<file path="src/pkg/plc_consts.svh">
// Offsets, field positions, reset values and sizes of the PLL power-down control registers
`ifndef PLC_CONSTS_SVH
`define PLC_CONSTS_SVH

// Bus shape
`define PLC_ADDR_W 16
`define PLC_DATA_W 8

// Register byte addresses
`define PLC_A_LOCK_CTL 16'h0069
`define PLC_A_OSC_VAL 16'h006a
`define PLC_A_PUMP 16'h006c
`define PLC_A_REF_OFF 16'h006d
`define PLC_A_ALARM_DBL 16'h006e
`define PLC_A_PAIR_OFF 16'h006f
`define PLC_A_BLOCK_OFF 16'h0070
`define PLC_A_IRQ_STS 16'h0080
`define PLC_A_IRQ_MSK 16'h0081
`define PLC_A_LIVE 16'h0082

// Field positions
`define PLC_B_OVERRIDE 0
`define PLC_F_OSC_SEL 7:5
`define PLC_F_LOCK_VAL 4:0
`define PLC_F_PUMP 4:0
`define PLC_F_REF_OFF 1:0
`define PLC_B_POLICY 1
`define PLC_B_DBL_OFF 0
`define PLC_F_PAIR_OFF 3:0
`define PLC_B_DPLL_OFF 2
`define PLC_B_DSM_OFF 1
`define PLC_B_CAL_HOLD 0
`define PLC_B_LOL 0
`define PLC_B_LIVE_ALARM 0
`define PLC_B_LIVE_LOCKED 1
`define PLC_B_LIVE_STABLE 2

// Field widths and counts
`define PLC_OSC_W 3
`define PLC_VAL_W 5
`define PLC_PUMP_W 5
`define PLC_REFS 2
`define PLC_PAIRS 4
`define PLC_SYNC_W 2

// Codes and reset values
`define PLC_OSC_VCO0 3'h0
`define PLC_OSC_VCO1 3'h1
`define PLC_RST_OSC 3'h1
`define PLC_RST_VAL 5'h0b
`define PLC_RST_PUMP 5'h00

`endif

</file>
<file path="src/pkg/plc_pkg.sv">
// State types of the PLL power-down control block
`include "plc_consts.svh"
package plc_pkg;

	// Three-stage pin synchroniser state
	typedef struct packed {
		logic [`PLC_SYNC_W-1:0] ff1;
		logic [`PLC_SYNC_W-1:0] ff2;
		logic [`PLC_SYNC_W-1:0] ff3;
		logic [`PLC_SYNC_W-1:0] q;
	} plc_sync_st_t;

	// Loss-of-lock alarm state
	typedef struct packed {
		logic alarm;
		logic rise;
	} plc_lol_st_t;

	// Register file and output state
	typedef struct packed {
		logic override;
		logic [`PLC_OSC_W-1:0] osc_sel;
		logic [`PLC_VAL_W-1:0] lock_val;
		logic [`PLC_VAL_W-1:0] lock_apply;
		logic [`PLC_PUMP_W-1:0] pump;
		logic [`PLC_REFS-1:0] ref_off;
		logic policy;
		logic dbl_off;
		logic [`PLC_PAIRS-1:0] pair_off;
		logic dpll_off;
		logic dsm_off;
		logic cal_hold;
		logic sts;
		logic msk;
		logic irq;
		logic [`PLC_DATA_W-1:0] rdata;
	} plc_top_st_t;

endpackage : plc_pkg

</file>
<file path="src/rtl/plc_lol.sv">
// Loss-of-lock alarm with selectable release policy
`timescale 1ns/1ps
module plc_lol
	import plc_pkg::*;
(
	input wire logic i_clk,
	input wire logic i_rst,
	input wire logic i_locked,
	input wire logic i_stable,
	input wire logic i_policy,
	output logic o_alarm,
	output logic o_rise
);

	plc_lol_st_t st_reg;
	plc_lol_st_t st_next;

	// Alarm raises on loss at once; release waits on policy
	always_comb
	begin
		st_next = st_reg;
		if (i_policy)
			st_next.alarm = !(i_locked && i_stable);
		else
			st_next.alarm = !i_locked;
		st_next.rise = st_next.alarm && !st_reg.alarm;
	end

	// Alarm asserted out of reset until lock is seen
	always_ff @(posedge i_clk or posedge i_rst)
	begin
		if (i_rst)
			st_reg <= '{alarm: 1'b1, rise: 1'b0};
		else
			st_reg <= st_next;
	end

	assign o_alarm = st_reg.alarm;
	assign o_rise = st_reg.rise;
endmodule : plc_lol

</file>
<file path="src/rtl/plc_sync.sv">
// Three-flop pin synchroniser with agreement filter
`timescale 1ns/1ps
`include "plc_consts.svh"
module plc_sync
	import plc_pkg::*;
(
	input wire logic i_clk,
	input wire logic i_rst,
	input wire logic [`PLC_SYNC_W-1:0] i_pin,
	output logic [`PLC_SYNC_W-1:0] o_level
);

	plc_sync_st_t st_reg;
	plc_sync_st_t st_next;

	// Output follows only once second and third stage agree
	always_comb
	begin
		st_next = st_reg;
		st_next.ff1 = i_pin;
		st_next.ff2 = st_reg.ff1;
		st_next.ff3 = st_reg.ff2;
		st_next.q = (st_reg.ff2 & st_reg.ff3) | (st_reg.q & (st_reg.ff2 | st_reg.ff3));
	end

	// State register
	always_ff @(posedge i_clk or posedge i_rst)
	begin
		if (i_rst)
			st_reg <= '0;
		else
			st_reg <= st_next;
	end

	assign o_level = st_reg.q;

endmodule : plc_sync

</file>
<file path="src/rtl/plc_top.sv">
// PLL lock control and power-down register bank with loss-of-lock interrupt
`timescale 1ns/1ps
`include "plc_consts.svh"
module plc_top
	import plc_pkg::*;
(
	input wire logic I_CORE_CLK,
	input wire logic I_RST,
	input wire logic [`PLC_ADDR_W-1:0] I_ADDR,
	input wire logic [`PLC_DATA_W-1:0] I_WDATA,
	input wire logic I_WR,
	input wire logic I_RD,
	output logic [`PLC_DATA_W-1:0] O_RDATA,
	input wire logic I_PLL_LOCKED,
	input wire logic I_OUT_STABLE,
	output logic O_MANUAL_LOCK,
	output logic [`PLC_OSC_W-1:0] O_OSC_SEL,
	output logic [`PLC_VAL_W-1:0] O_LOCK_VALUE,
	output logic [`PLC_PUMP_W-1:0] O_PUMP_CODE,
	output logic [`PLC_REFS-1:0] O_INPUT_REF_OFF,
	output logic O_CRYSTAL_DOUBLER_OFF,
	output logic [`PLC_PAIRS-1:0] O_OUTPUT_PAIR_OFF,
	output logic O_DIGITAL_LOOP_OFF,
	output logic O_MODULATOR_OFF,
	output logic O_CALIBRATION_HOLD,
	output logic O_LOSS_OF_LOCK_ALARM,
	output logic O_IRQ
);

	plc_top_st_t st_reg;
	plc_top_st_t st_next;
	logic [`PLC_SYNC_W-1:0] pins_sync;
	logic lol_rise;
	logic sts_clear;

	// Reset image of the whole register file
	localparam plc_top_st_t ST_RESET = '{
		override: 1'b0,
		osc_sel: `PLC_RST_OSC,
		lock_val: `PLC_RST_VAL,
		lock_apply: '0,
		pump: `PLC_RST_PUMP,
		ref_off: '0,
		policy: 1'b0,
		dbl_off: 1'b0,
		pair_off: '0,
		dpll_off: 1'b0,
		dsm_off: 1'b0,
		cal_hold: 1'b0,
		sts: 1'b0,
		msk: 1'b0,
		irq: 1'b0,
		rdata: '0
	};

	// True on a write strobe to the given address
	function automatic logic wr_hit(input logic wr, input logic [`PLC_ADDR_W-1:0] a,
		input logic [`PLC_ADDR_W-1:0] target);
		return wr && (a == target);
	endfunction : wr_hit

	// Only the two documented oscillator codes are accepted
	function automatic logic osc_legal(input logic [`PLC_OSC_W-1:0] code);
		return (code == `PLC_OSC_VCO0) || (code == `PLC_OSC_VCO1);
	endfunction : osc_legal

	// Read view; reserved bits and unmapped addresses read zero
	function automatic logic [`PLC_DATA_W-1:0] read_view(input plc_top_st_t s,
		input logic [`PLC_ADDR_W-1:0] a, input logic alarm,
		input logic [`PLC_SYNC_W-1:0] pins);
		logic [`PLC_DATA_W-1:0] d;
		d = '0;
		case (a)
			`PLC_A_LOCK_CTL: d[`PLC_B_OVERRIDE] = s.override;
			`PLC_A_OSC_VAL:
			begin
				d[`PLC_F_OSC_SEL] = s.osc_sel;
				d[`PLC_F_LOCK_VAL] = s.lock_val;
			end
			`PLC_A_PUMP: d[`PLC_F_PUMP] = s.pump;
			`PLC_A_REF_OFF: d[`PLC_F_REF_OFF] = s.ref_off;
			`PLC_A_ALARM_DBL:
			begin
				d[`PLC_B_POLICY] = s.policy;
				d[`PLC_B_DBL_OFF] = s.dbl_off;
			end
			`PLC_A_PAIR_OFF: d[`PLC_F_PAIR_OFF] = s.pair_off;
			`PLC_A_BLOCK_OFF:
			begin
				d[`PLC_B_DPLL_OFF] = s.dpll_off;
				d[`PLC_B_DSM_OFF] = s.dsm_off;
				d[`PLC_B_CAL_HOLD] = s.cal_hold;
			end
			`PLC_A_IRQ_STS: d[`PLC_B_LOL] = s.sts;
			`PLC_A_IRQ_MSK: d[`PLC_B_LOL] = s.msk;
			`PLC_A_LIVE:
			begin
				d[`PLC_B_LIVE_ALARM] = alarm;
				d[`PLC_B_LIVE_LOCKED] = pins[0];
				d[`PLC_B_LIVE_STABLE] = pins[1];
			end
			default: d = '0;
		endcase
		return d;
	endfunction : read_view

	// Lock and stable pins come from the analog side
	plc_sync u_sync (
		.i_clk(I_CORE_CLK),
		.i_rst(I_RST),
		.i_pin({I_OUT_STABLE, I_PLL_LOCKED}),
		.o_level(pins_sync)
	);

	// Alarm release follows the policy bit
	plc_lol u_lol (
		.i_clk(I_CORE_CLK),
		.i_rst(I_RST),
		.i_locked(pins_sync[0]),
		.i_stable(pins_sync[1]),
		.i_policy(st_reg.policy),
		.o_alarm(O_LOSS_OF_LOCK_ALARM),
		.o_rise(lol_rise)
	);

	assign sts_clear = wr_hit(I_WR, I_ADDR, `PLC_A_IRQ_STS) && I_WDATA[`PLC_B_LOL];

	// Register writes, sticky status, read data and derived outputs
	always_comb
	begin
		st_next = st_reg;
		st_next.rdata = '0;
		if (wr_hit(I_WR, I_ADDR, `PLC_A_LOCK_CTL))
			st_next.override = I_WDATA[`PLC_B_OVERRIDE];
		if (wr_hit(I_WR, I_ADDR, `PLC_A_OSC_VAL))
		begin
			// Reserved codes would steer a missing oscillator, so they are dropped
			if (osc_legal(I_WDATA[`PLC_F_OSC_SEL]))
				st_next.osc_sel = I_WDATA[`PLC_F_OSC_SEL];
			st_next.lock_val = I_WDATA[`PLC_F_LOCK_VAL];
		end
		if (wr_hit(I_WR, I_ADDR, `PLC_A_PUMP))
			st_next.pump = I_WDATA[`PLC_F_PUMP];
		if (wr_hit(I_WR, I_ADDR, `PLC_A_REF_OFF))
			st_next.ref_off = I_WDATA[`PLC_F_REF_OFF];
		if (wr_hit(I_WR, I_ADDR, `PLC_A_ALARM_DBL))
		begin
			st_next.policy = I_WDATA[`PLC_B_POLICY];
			st_next.dbl_off = I_WDATA[`PLC_B_DBL_OFF];
		end
		if (wr_hit(I_WR, I_ADDR, `PLC_A_PAIR_OFF))
			st_next.pair_off = I_WDATA[`PLC_F_PAIR_OFF];
		if (wr_hit(I_WR, I_ADDR, `PLC_A_BLOCK_OFF))
		begin
			st_next.dpll_off = I_WDATA[`PLC_B_DPLL_OFF];
			st_next.dsm_off = I_WDATA[`PLC_B_DSM_OFF];
			st_next.cal_hold = I_WDATA[`PLC_B_CAL_HOLD];
		end
		if (wr_hit(I_WR, I_ADDR, `PLC_A_IRQ_MSK))
			st_next.msk = I_WDATA[`PLC_B_LOL];
		// A new alarm in the clearing cycle is kept: set beats clear
		st_next.sts = (st_reg.sts && !sts_clear) || lol_rise;
		st_next.irq = st_next.sts && st_next.msk;
		// Manual value reaches the oscillator only in manual mode
		st_next.lock_apply = st_next.override ? st_next.lock_val : '0;
		if (I_RD)
			st_next.rdata = read_view(st_reg, I_ADDR, O_LOSS_OF_LOCK_ALARM, pins_sync);
	end

	// State register
	always_ff @(posedge I_CORE_CLK or posedge I_RST)
	begin
		if (I_RST)
			st_reg <= ST_RESET;
		else
			st_reg <= st_next;
	end

	// Outputs straight from the state register
	assign O_RDATA = st_reg.rdata;
	assign O_MANUAL_LOCK = st_reg.override;
	assign O_OSC_SEL = st_reg.osc_sel;
	assign O_LOCK_VALUE = st_reg.lock_apply;
	assign O_PUMP_CODE = st_reg.pump;
	assign O_INPUT_REF_OFF = st_reg.ref_off;
	assign O_CRYSTAL_DOUBLER_OFF = st_reg.dbl_off;
	assign O_OUTPUT_PAIR_OFF = st_reg.pair_off;
	assign O_DIGITAL_LOOP_OFF = st_reg.dpll_off;
	assign O_MODULATOR_OFF = st_reg.dsm_off;
	assign O_CALIBRATION_HOLD = st_reg.cal_hold;
	assign O_IRQ = st_reg.irq;
endmodule : plc_top

</file>
<file path="config.mk">
export PLATFORM = sky130hd
export DESIGN_NAME = plc_top
export DESIGN_NICKNAME = d
export VERILOG_FILES = /design/src/pkg/plc_pkg.sv /design/src/rtl/plc_lol.sv /design/src/rtl/plc_sync.sv /design/src/rtl/plc_top.sv
export VERILOG_INCLUDE_DIRS = /design/src /design/src/pkg
export SDC_FILE = /design/constraint.sdc
export NUM_CORES = 1
export LEC_CHECK = 0
export ABC_AREA = 1
export BUFFER_PORTS_ARGS = -buffer_cell sky130_fd_sc_hd__buf_2
export CORE_ASPECT_RATIO = 1.4
export CORE_MARGIN = 2
export CORE_UTILIZATION = 45
export CTS_BUF_LIST = sky130_fd_sc_hd__clkbuf_16
export DETAILED_ROUTE_END_ITERATION = 7
export HOLD_SLACK_MARGIN = 0.08
export MAX_ROUTING_LAYER = met4
export PLACE_DENSITY = 0.8
export SLEW_MARGIN = 30
export SYNTH_ARGS = -nofsm -noshare
export SYNTH_HDL_FRONTEND = slang
export SYNTH_HIERARCHICAL = 1
export SYNTH_SLANG_ARGS = --single-unit
</file>
<file path="constraint.sdc">
create_clock -name I_CORE_CLK -period 2 [get_ports I_CORE_CLK]
set_input_delay 0.1 -clock I_CORE_CLK [delete_from_list [all_inputs] [get_ports I_CORE_CLK]]
set_output_delay 0.1 -clock I_CORE_CLK [all_outputs]
set_load 0.01 [all_outputs]
</file>
**Word-level counts from Yosys, hierarchy flattened**

Index checks and enable logic that the tools add are counted.

- Eq/ne operators: 11
- Multiplexer cells: 12
- Bitwise gates (word level): 4
- Reductions and logical operators: 22

Operators by type and width:

| kind | number |
|---|---|
| $eq A16 B7 Y1 const B | 7 |
| $eq A16 B8 Y1 const B | 3 |
| $logic_and A1 B1 Y1 | 14 |
| $mux W5 | 2 |
| $pmux W1 S10 | 1 |
| $mux W8 | 1 |
| $pmux W1 S7 | 1 |
| $pmux W1 S5 | 1 |
| $and A2 B2 Y2 | 2 |
| $logic_not A1 Y1 | 4 |
| $or A2 B2 Y2 | 2 |
| $eq A3 B1 Y1 const B | 1 |
| $logic_not A3 Y1 | 1 |
| $mux W1 | 3 |
| $mux W3 | 1 |
| $pmux W1 S3 | 1 |
| $logic_or A1 B1 Y1 | 2 |
| $pmux W1 S2 | 1 |
| $reduce_and A2 Y1 | 1 |

- Flip-flop bits (word level): 51
- Input port bits: 30
- Output and inout port bits: 34

**Depth between registers and ports, before layout**

Gate-level depths: netlist of the first run.

- Depth in word-level cells: 7
- Gate-level depth with buffers: 11
- Mapped depth without buffers: 10

**Hierarchy**

The synthesis of the first run kept the hierarchy.

Modules (own cells, without submodules):

| module | times used | cells an instance | area each (sq um) |
|---|---|---|---|
| plc_top | 1 | 271 | 2,208.4 |
| plc_sync | 1 | 19 | 251.5 |
| plc_lol | 1 | 7 | 77.6 |

**Least setup slack after synthesis of the first run**

OpenSTA, ideal clock, no wires.

- Path kind: input-to-reg
- Start point: input I_ADDR[6]
- End point: register st_reg, in the netlist O_PUMP_CODE[0]
- Library setup time: 0.128 ns
- Data arrival time: 1.109 ns
- Data required time: 1.872 ns
- Path slack: 0.764 ns
- Stages on the path: 7
- Buffers on the path: 0
- Path through: inv_1 > nor2_2 > nand2_4 > nor2_2 > nand2_1 > nor2_4 > mux2_1

- Longest elaborated chain between the ends: 2

Ends and longest elaborated chain:

| element | RTL line | RTL |
|---|---|---|
| from (decl) | plc_top.sv:9 | `` input wire logic [`PLC_ADDR_W-1:0] I_ADDR, `` |
| $eq A16 B7 Y1 | plc_top.sv:59 | `return wr && (a == target);` |
| $logic_and A1 B1 Y1 | plc_top.sv:59 |  |
| to (signal assigned) | plc_top.sv:176 | `st_reg <= st_next;` |
| to (decl) | plc_top.sv:30 | `plc_top_st_t st_reg;` |

No other way between the ends.
A chain may end at the register's enable or synchronous reset.

**Worst setup path in the final report of the first run**

- Start point: input I_ADDR[15]
- End point: register st_reg, in the netlist O_OSC_SEL[0]

- Longest elaborated chain between the ends: 3

Ends and longest elaborated chain:

| element | RTL line |
|---|---|
| $eq A16 B7 Y1 | plc_top.sv:59 |
| $logic_and A1 B1 Y1 | plc_top.sv:59 |
| $reduce_and A2 Y1 (no source line) | -- |

No other way between the ends.

==> impl_metrics.toml, run 1 <==
[cells_and_area]
fin_nets = 374
diodes = 0
final_cells = 413
drive_gt1_frac = 0.293
final_area_sq_um = 2930
areaGrowthSynthToFinish_pct = 15.5

[global_route]
antenna_found_initial = 0
grt_pass1_wl_um = 8590
grt_pass1_vias = 1873
grt_max_degree = 42
grtUsageTotal = 0.188
grt_remaining_overflow = 0

[yosys]
syn_area_per_cell_sq_um = 8.54
synth_seq_area_share = 0.505
synth_compound_area_frac = 0.0671
ys_warn_count = 6
syn_nets = 327
postSynthCellCount = 297
synthMuxAreaShare = 0.0178
synth_seq_cells = 51
synth-adder-area-share = 0
ys_types = 26
synth-simple-area-share = 0.256
synth_xor_area_frac = 0
netlist_area_sq_um = 2540
synth_top_family_by_area = "simple AND/OR/NAND/NOR gates"

[routing]
wl_met3_um = 193
vias = 1958
drt-total-wl_um = 5290
top_layer = "met4"
wl_met1_um = 2100
wl_per_cell_um = 12.8
postRouteAntennaNets = 0
drc_errors = 0
route.met2.wl_um = 2840
drtIter0Drc = 115
dr.pass1.iters = 4
routed_via_density = 4.74

[worst_setup_path]
path_buf_inv = 2
worstRegToRegCells = 4
cp_max_fo = 17
cp.depth = 9
path_class = "in2reg"
worstPathCellList = "buf_2 -> nor2_1 -> nand2_1 -> nor2_4 -> nand2_4 -> nor2_4 -> nand3_1 -> dlygate4sd3_1 -> nand2_1"
start_kind = "primary input"
endpoint = "O_OSC_SEL[0]$_DFFE_PP1P_"
timing.rr.start = "st_reg[33]$_DFF_PP1_"
end_kind = "flip-flop"
crit_start = "I_ADDR[15]"
crit_slowest_cell = "dlygate4sd3_1"
crit_family = "simple AND/OR/NAND/NOR gates"
reg2reg_setup_slack_ps = 970
critical_path_arrival_ps = 1860
r2r-end = "O_RDATA[1]$_DFF_PP0_"
max_stage_delay_ps = 570
required_ps = 2230

[floorplanning]
die_h_um = 92.9
core_area_sq_um = 5490
rows = 32
die_w_um = 67.5
dieArea_sq_um = 6260
num_io_pins = 64
initial_core_util = 0.463

[clocking]
cts_resized = 0
cts_made_buffers = 5
h-tree-depth = 2
clock_sinks = 51
root_buffer = "clkbuf_16"
clkSlewWorstSetupHoldPaths_ps = 70
worstSkewPairLatency_ps = 290
clock_path_buffers = 2
tritoncts = "yes"

[timing]
fin_skew_ps = 2.38
slew_headroom = 0.661
finalSetupTns_ps = 0
fmax_mhz = 616
setup_viol = 0
tightest_slew_ps = 508
final_min_period_over_clock_period = 0.811
period_minus_slack_ps = 1620
rsz0062_at_grt = "no"
hold_viol = 0
final-max-slew-violation-count = 0

[power_and_ir_drop]
p_leak_nw = 1.59
power_density_nw_per_um2 = 684
vdd_drop_max_mv = 0.527

[placement]
port_buffers = 63
dp_cells = 398
gp_congestion = 0.892
dpl_cell_area_sq_um = 2720
hpwl_um = 4070

[worst_hold_path]
hold_class = "in2reg"
hold_path_depth = 3

[status]
outcome = "finished, final reports clean"

[job]
maxCapViolations = 0
-- where the power goes --
part	total, W	leakage [nW]	internal, W	switching (W)
clock network	0.000828	0.0674	0.000461	0.000367
registers	0.00106	0.623	0.00105	0.0000110
logic	0.000118	0.903	0.0000452	0.0000733
total	0.00201	1.59	0.00155	0.000451
-- stage by stage --
stage	setup slack [ps]	power [W]	util	hold WS [ps]
global route	209	0.00208	0.534	116
detailed placement	341	0.00119	0.495	-22.1
global placement	402	0.00119	0.495	-27.0
floorplan	764	0.00114	-	-160
CTS	383	0.00202	0.534	103
finish	378	0.00201	0.534	97.2
-- kinds of logic (layout without fill, tap and decap cells) --
kind of cell / after synthesis / count (layout)
AOI/OAI and AO/OA: 28 / 28
DFF: 51 / 51
buffers and inverters: 72 / 120
and+or+nand+nor: 142 / 142
muxes: 4 / 4
-- worst reg2reg max path, stage by stage (launching register included) --
cell and delay [ps]:
dfstp_2 530, nand3_1 70, o21ai_0 110, nor2_1 90, a21oi_1 160
-- layer usage --
| layer | up-vias | global-route usage |
|---|---|---|
| met4 | 0 | 0.0765 |
| met3 | 15 | 0.0304 |
| met5 | - | - |
| met2 | 63 | 0.318 |
| met1 | 895 | 0.217 |
| li1 | 985 | - |
-- synth_stat cells --
master,instances,share of area
nand3_1,22,0.043
clkinv_1,1,0.0015
dfstp_2,5,0.052
nor2_4,4,0.018
nand2_2,3,0.0074
buf_2,3,0.0059
o22ai_1,1,0.0025
nor2_2,5,0.012
buf_4,29,0.086
and2_1,1,0.0025
nor2_8,1,0.0079
o21ai_2,2,0.0069
nand2_4,2,0.0089
dfrtp_1,46,0.45
mux2_1,1,0.0044
mux2_2,3,0.013
inv_2,2,0.0030
nand4_1,2,0.0049
o21a_1,7,0.021
inv_1,36,0.053
nand2_1,64,0.095
buf_6,1,0.0044
nor2_1,38,0.056
a21oi_2,1,0.0035
a21oi_1,5,0.0099
o21ai_0,12,0.024
-- repair_timing --
action / in CTS / in global routing
hold buffers: 7 / 0
setup endpoints to repair: 0 / 0
endpoints found under the hold margin: 54 / 0
setup buffers: 0 / 0
-- cell type report --
cell class	instances	area, sq um
clock inverter	3	20.0
multi-input combinational	174	865
inverter	39	146
timing repair buffer	73	408
tap	68	85.1
clock buffer	5	125
fill	502	2550
sequential	51	1280
-- cells in the final DEF, fill, tap and decap left out, types with 7 or more instances in the layout --
cell type      synthesis  layout
nand3_1               22      22
dfrtp_1               46      46
dlygate4sd3_1          0       7
o21ai_0               12      12
o21a_1                 7       7
inv_1                 36      36
nor2_1                38      38
nand2_1               64      64
buf_2                  3      63
-- worst min path at each step --
stage,startpoint,end,slack [ps]
after detailed placement,I_RST,u_lol/o_rise$_DFF_PP0_,-20
after global routing,I_WDATA[1],O_PUMP_CODE[1]$_DFFE_PP0P_,120
final,I_WDATA[1],O_PUMP_CODE[1]$_DFFE_PP0P_,100
after floorplan,I_RST,u_lol/o_rise$_DFF_PP0_,-160
after global placement,I_RST,u_lol/o_rise$_DFF_PP0_,-30
after CTS,I_WDATA[1],O_PUMP_CODE[1]$_DFFE_PP0P_,100
No activity file was read; power rests on OpenSTA's default activity.
==> run 2: changes to the inputs <==
ABC_AREA = 0   (was 1)
PLACE_DENSITY = 0.81   (was 0.8)
clock period = 1.7 ns   (was 2 ns; I/O delays follow)
==> run 2 against run 1 <==
  * Sequential power up 17%
  * Worst hold slack worse by 7.5 ps
  * Synthesized cell count down 30%
  * Critical path depth down 4
  * Critical endpoint is now O_RDATA[0]$_DFF_PP0_
==> impl_metrics.toml, run 2 <==
[status]
outcome = "finished, final reports clean"

[worst_setup_path]
end_kind = "flip-flop"
crit_slowest_cell = "mux4_2"
critical_path_arrival_ps = 1680
path_buf_inv = 1
path_class = "reg2reg"
max_stage_delay_ps = 460
cp_max_fo = 3
required_ps = 1870
crit_family = "multiplexers"
timing.rr.start = "O_PUMP_CODE[0]$_DFFE_PP0P_"
worstRegToRegCells = 5
reg2reg_setup_slack_ps = 190
crit_top_cell = "a211oi_1"
start_kind = "flip-flop"
r2r-end = "O_RDATA[0]$_DFF_PP0_"
worstPathCellList = "mux4_2 -> inv_1 -> o32ai_1 -> a211oi_1 -> a211oi_1"

[yosys]
synth_area_leaders = "dfrtp_1 46%, buf_4 9.0%, mux2_2 5.9%"
synth_seq_area_share = 0.513
synth_seq_cells = 51
synth_most_common_cell = "dfrtp_1"
ys_async_sr_fraction = 1.00
ys_warn_count = 6
yosysTopAreaCellShare = 0.460
netlist_area_sq_um = 2500
synthTopCellsByCount = "46 x dfrtp_1, 30 x buf_4, 14 x nand2_1"
syn_nets = 237
synth-edff-count = 0
postSynthCellCount = 207
synth_ff_type = "dfrtp_1"
ys_types = 49
syn_area_per_cell_sq_um = 12.1
synth_top_area_cell = "dfrtp_1"

[global_route]
grt_pass1_vias = 1719
antenna_found_initial = 0
grt_use_met1 = 0.240
grtUsageTotal = 0.187
grt_remaining_overflow = 0
grt_pass1_wl_um = 8390
busiest_layer = "met2"
grtUsageMet2 = 0.295
met3_usage = 0.0331
grt_max_degree = 42

[floorplanning]
die_w_um = 67.0
dieArea_sq_um = 6180
die_h_um = 92.2
num_io_pins = 64
core_area_sq_um = 5450
rows = 32
initial_core_util = 0.459

[worst_hold_path]
hold_path_depth = 3
hold_class = "in2reg"
holdCritStartpoint = "I_WDATA[1]"
hold_end = "st_reg[33]$_DFF_PP1_"

[routing]
wl_per_cell_um = 15.8
drc_errors = 0
vias = 1696
drt-total-wl_um = 5230
dr.pass1.iters = 4
postRouteAntennaNets = 0
drtIter0Drc = 69
routed_via_density = 5.11

[clocking]
h-tree-depth = 2
clock_sinks = 51
worstSkewPairLatency_ps = 290
ctsHoldBuffers = 7
cts_resized = 0
clkSlewWorstSetupHoldPaths_ps = 70
cts_made_buffers = 5
tritoncts = "yes"
clock_path_buffers = 2
root_buffer = "clkbuf_16"
post_cts_buffers = 0

[timing]
layout_setup_ws_ps = 189
rsz0062_at_grt = "no"
hold_viol = 0
fin_skew_ps = 3.09
tightest_slew_ps = 500
slew_headroom = 0.667
fmax_mhz = 662
setup_viol = 0
period_minus_slack_ps = 1510
final_min_period_over_clock_period = 0.889
final-max-slew-violation-count = 0

[placement]
dp_cells = 316
pre_cts_ws_ps = -62.5
hpwl_um = 3830
gp_congestion = 0.934
port_buffers = 63

[cells_and_area]
areaGrowthSynthToFinish_pct = 19.5
fin_util = 0.549
diodes = 0
drive_gt1_frac = 0.477
final_cell_mix = "63 x buf_2, 46 x dfrtp_1, 14 x nand2_1, 13 x mux2_2, 11 x buf_4"
final_cells = 332
fin_nets = 293
final_common_cell = "buf_2"

[job]
maxCapViolations = 0

[power_and_ir_drop]
vdd_drop_max_mv = 0.526
finalPower_w = 0.00252
p_leak_nw = 1.52
power_density_nw_per_um2 = 842
[run 2: logic make-up after synthesis]
kind of cell	count (synthesis)	synth area share
AOI/OAI and AO/OA	24	0.0665
muxes	25	0.124
and+or+nand+nor	62	0.177
DFF	51	0.513
buffers and inverters	43	0.111
adders and majority gates	2	0.00900
[run 2: layout make-up]
cell class / instances / area, sq um
Fill cell: 473 / 2460
Sequential cell: 51 / 1280
Multi-Input combinational cell: 113 / 942
Timing Repair Buffer: 82 / 478
Clock buffer: 5 / 125
Tap cell: 68 / 85.1
Clock inverter: 3 / 38.8
Inverter: 10 / 37.5
[run 2: per-layer routing]
layer / wire [um] / up-vias
li1: - / 803
met1: 2250 / 828
met2: 2670 / 60
met3: 243 / 5
met4: 69 / 0
met5: 0 / -
[run 2: power breakdown]
group	switching [W]	total [W]	internal, W
clock network	0.000426	0.00111	0.000686
registers	0.0000117	0.00124	0.00123
logic	0.0000895	0.000160	0.0000710
[run 2: worst max-delay path by stage]
| stage | startpoint | end | slack [ps] | cells past startpoint |
|---|---|---|---|---|
| after floorplan | I_ADDR[13] | O_IRQ$_DFF_PP0_ | 240 | 5 |
| after detailed placement | I_ADDR[13] | O_IRQ$_DFF_PP0_ | -60 | 6 |
| after global routing | O_PUMP_CODE[0]$_DFFE_PP0P_ | O_RDATA[0]$_DFF_PP0_ | 120 | 5 |
| after global placement | I_ADDR[13] | O_IRQ$_DFF_PP0_ | 10 | 6 |
| final | O_PUMP_CODE[0]$_DFFE_PP0P_ | O_RDATA[0]$_DFF_PP0_ | 190 | 5 |
| after CTS | O_PUMP_CODE[0]$_DFFE_PP0P_ | O_RDATA[0]$_DFF_PP0_ | 180 | 5 |
[run 2: worst min-delay path: cells and delay by family]
| family | cells | cell delay [ps] |
|---|---|---|
| buffers and inverters | 1 | 140 |
| and+or+nand+nor | 2 | 150 |
[run 2: through the flow]
stage	instance area [sq um]	hold WS (ps)	setup TNS, ps
2_1_floorplan	2500	-175	0
3_3_place_gp	2750	-45.8	0
3_5_place_dp	2750	-43.4	-140
4_1_cts	2980	80.3	0
5_1_grt	2990	126	0
6_report	2990	89.7	0
==> run 3: changes to the inputs <==
==> constraint.sdc (replaced) <==
create_clock -name I_CORE_CLK -period 1.7 [get_ports I_CORE_CLK]
set_input_delay 0.34 -clock I_CORE_CLK [delete_from_list [all_inputs] [get_ports I_CORE_CLK]]
set_output_delay 0.34 -clock I_CORE_CLK [all_outputs]
set_load 0.01 [all_outputs]
==> run 3 against run 2 <==
  * Final area rose by 2.3%
  * Routed wire length rose by 3.7%
  * Critical path type is now in2reg
  * Global-route usage rose by 0.46 points
  * Sequential power barely moved
  * Core utilization rose by 1.2 points
  * Register-to-register slack improved by 20 ps
  * Largest power group unchanged
  * Total power fell by 5.5%
  * Critical path depth rose by 1
  * First-iteration DRC count rose by 19%
  * Count of clock-buffer cells in the layout did not move
  * Fmax fell by 7.2%
  * Largest cell class unchanged
  * Non-clock buffer count rose by 11
==> impl_metrics.toml, run 3 (synthesis gave the netlist of run 2 again) <==
[timing]
setup_viol = 0
hold_viol = 0
tightest_slew_ps = 510
slew_headroom = 0.660
fmax_mhz = 615
final_min_period_over_clock_period = 0.957
fin_skew_ps = 3.15
period_minus_slack_ps = 1630
finalSetupTns_ps = 0
rsz0062_at_grt = "yes"
final-max-slew-violation-count = 0

[worst_hold_path]
hold_class = "in2reg"

[global_route]
grt_pass1_wl_um = 8590
grt_max_degree = 42
grt_remaining_overflow = 0
antenna_found_initial = 0
grtUsageTotal = 0.192
grt_pass1_vias = 1768

[floorplanning]
initial_core_util = 0.459
core_area_sq_um = 5450
rows = 32
die_h_um = 92.2
dieArea_sq_um = 6180
num_io_pins = 64
die_w_um = 67.0

[cells_and_area]
fin_util = 0.561
final_area_sq_um = 3060
final_common_cell = "buf_2"
fin_nets = 304
diodes = 0
drive_gt1_frac = 0.531
areaGrowthSynthToFinish_pct = 22.2
final_cell_mix = "61 x buf_2, 46 x dfrtp_1, 29 x buf_4, 14 x nand2_1, 13 x mux2_2"

[clocking]
tritoncts = "yes"
worstSkewPairLatency_ps = 290
cts_made_buffers = 5
clock_sinks = 51
root_buffer = "clkbuf_16"
h-tree-depth = 2
clock_path_buffers = 2
clkSlewWorstSetupHoldPaths_ps = 60

[worst_setup_path]
crit_slowest_cell = "mux2_2"
cp_max_fo = 6
crit_family = "simple AND/OR/NAND/NOR gates"
end_kind = "flip-flop"
critical_path_arrival_ps = 1800
path_class = "in2reg"
required_ps = 1880
worstPathCellList = "buf_2 -> nor4_4 -> buf_4 -> nand3_2 -> nor3_2 -> mux2_2"
path_buf_inv = 2
start_kind = "primary input"
max_stage_delay_ps = 370

[routing]
routed_via_density = 5.15
drc_errors = 0
vias = 1767
drt-total-wl_um = 5420
wl_per_cell_um = 15.8
drtIter0Drc = 82
postRouteAntennaNets = 0
dr.pass1.iters = 5

[placement]
gp_congestion = 0.849
port_buffers = 63
hpwl_um = 4050
dpl_cell_area_sq_um = 2840

[power_and_ir_drop]
vdd_drop_max_mv = 0.495
p_switching_w = 0.000528
p_clk_frac = 0.406
p_leak_nw = 1.57
p_comb_frac = 0.070
swShare = 0.222
power_density_nw_per_um2 = 778
p_int_w = 0.00185
seq_power_share = 0.523

[job]
maxCapViolations = 0

[status]
outcome = "finished, final reports clean"
[run 3: timing repair]
action,in CTS,in global routing
resized for setup,2,2
setup endpoints to repair,3,11
endpoints found under the hold margin,9,0
pin swaps,5,3
buffers inserted,4,1
hold buffers,1,0
[run 3: power groups by stage]
stage | clock [W] | combinational, W | sequential [W]
floorplan | 0 | 0.0000768 | 0.00126
global placement | 0 | 0.000156 | 0.00127
global route | 0.00104 | 0.000185 | 0.00125
finish | 0.000967 | 0.000167 | 0.00125
CTS | 0.000986 | 0.000168 | 0.00125
detailed placement | 0 | 0.000160 | 0.00127
[run 3: cell type report]
class / count / area [sq um]
clock buffer: 5 / 125
clock inverter: 3 / 20.0
fill: 475 / 2390
inverter: 10 / 37.5
multi-input combinational: 113 / 951
sequential: 51 / 1280
tap: 68 / 85.1
timing repair buffer: 93 / 556
[run 3: worst paths after layout]
path | slack, ps | to | startpoint | depth (start not counted)
min in group asynchronous | 460 | u_lol/o_rise$_DFF_PP0_ | I_RST | 3
setup / recovery | 70 | O_MODULATOR_OFF$_DFFE_PP0P_ | I_ADDR[10] | 6
hold / removal | 150 | u_sync/st_next[4]$_DFF_PP0_ | I_PLL_LOCKED | 1
max in group asynchronous | 590 | st_reg[32]$_DFF_PP1_ | I_RST | 4
setup reg to reg | 210 | O_RDATA[0]$_DFF_PP0_ | O_CRYSTAL_DOUBLER_OFF$_DFFE_PP0P_ | 5
hold reg to reg | 350 | u_sync/st_next[2]$_DFF_PP0_ | u_sync/st_next[4]$_DFF_PP0_ | 0
[run 3: metal layers]
metal	wire, um	up-vias	GRT usage
met5	0	-	-
met4	86	0	0.0595
met3	316	8	0.0294
met2	2730	70	0.311
met1	2290	857	0.245
li1	-	832	-
[run 3: through the flow]
step | hold slack, ps | worst slack [ps] | instances | total power, W
floorplan | 80.5 | 9.46 | 207 | 0.00134
global placement | 209 | -240 | 329 | 0.00142
detailed placement | 215 | -288 | 329 | 0.00143
CTS | 157 | 5.93 | 342 | 0.00240
global route | 155 | -11.3 | 343 | 0.00247
finish | 155 | 72.8 | 343 | 0.00238
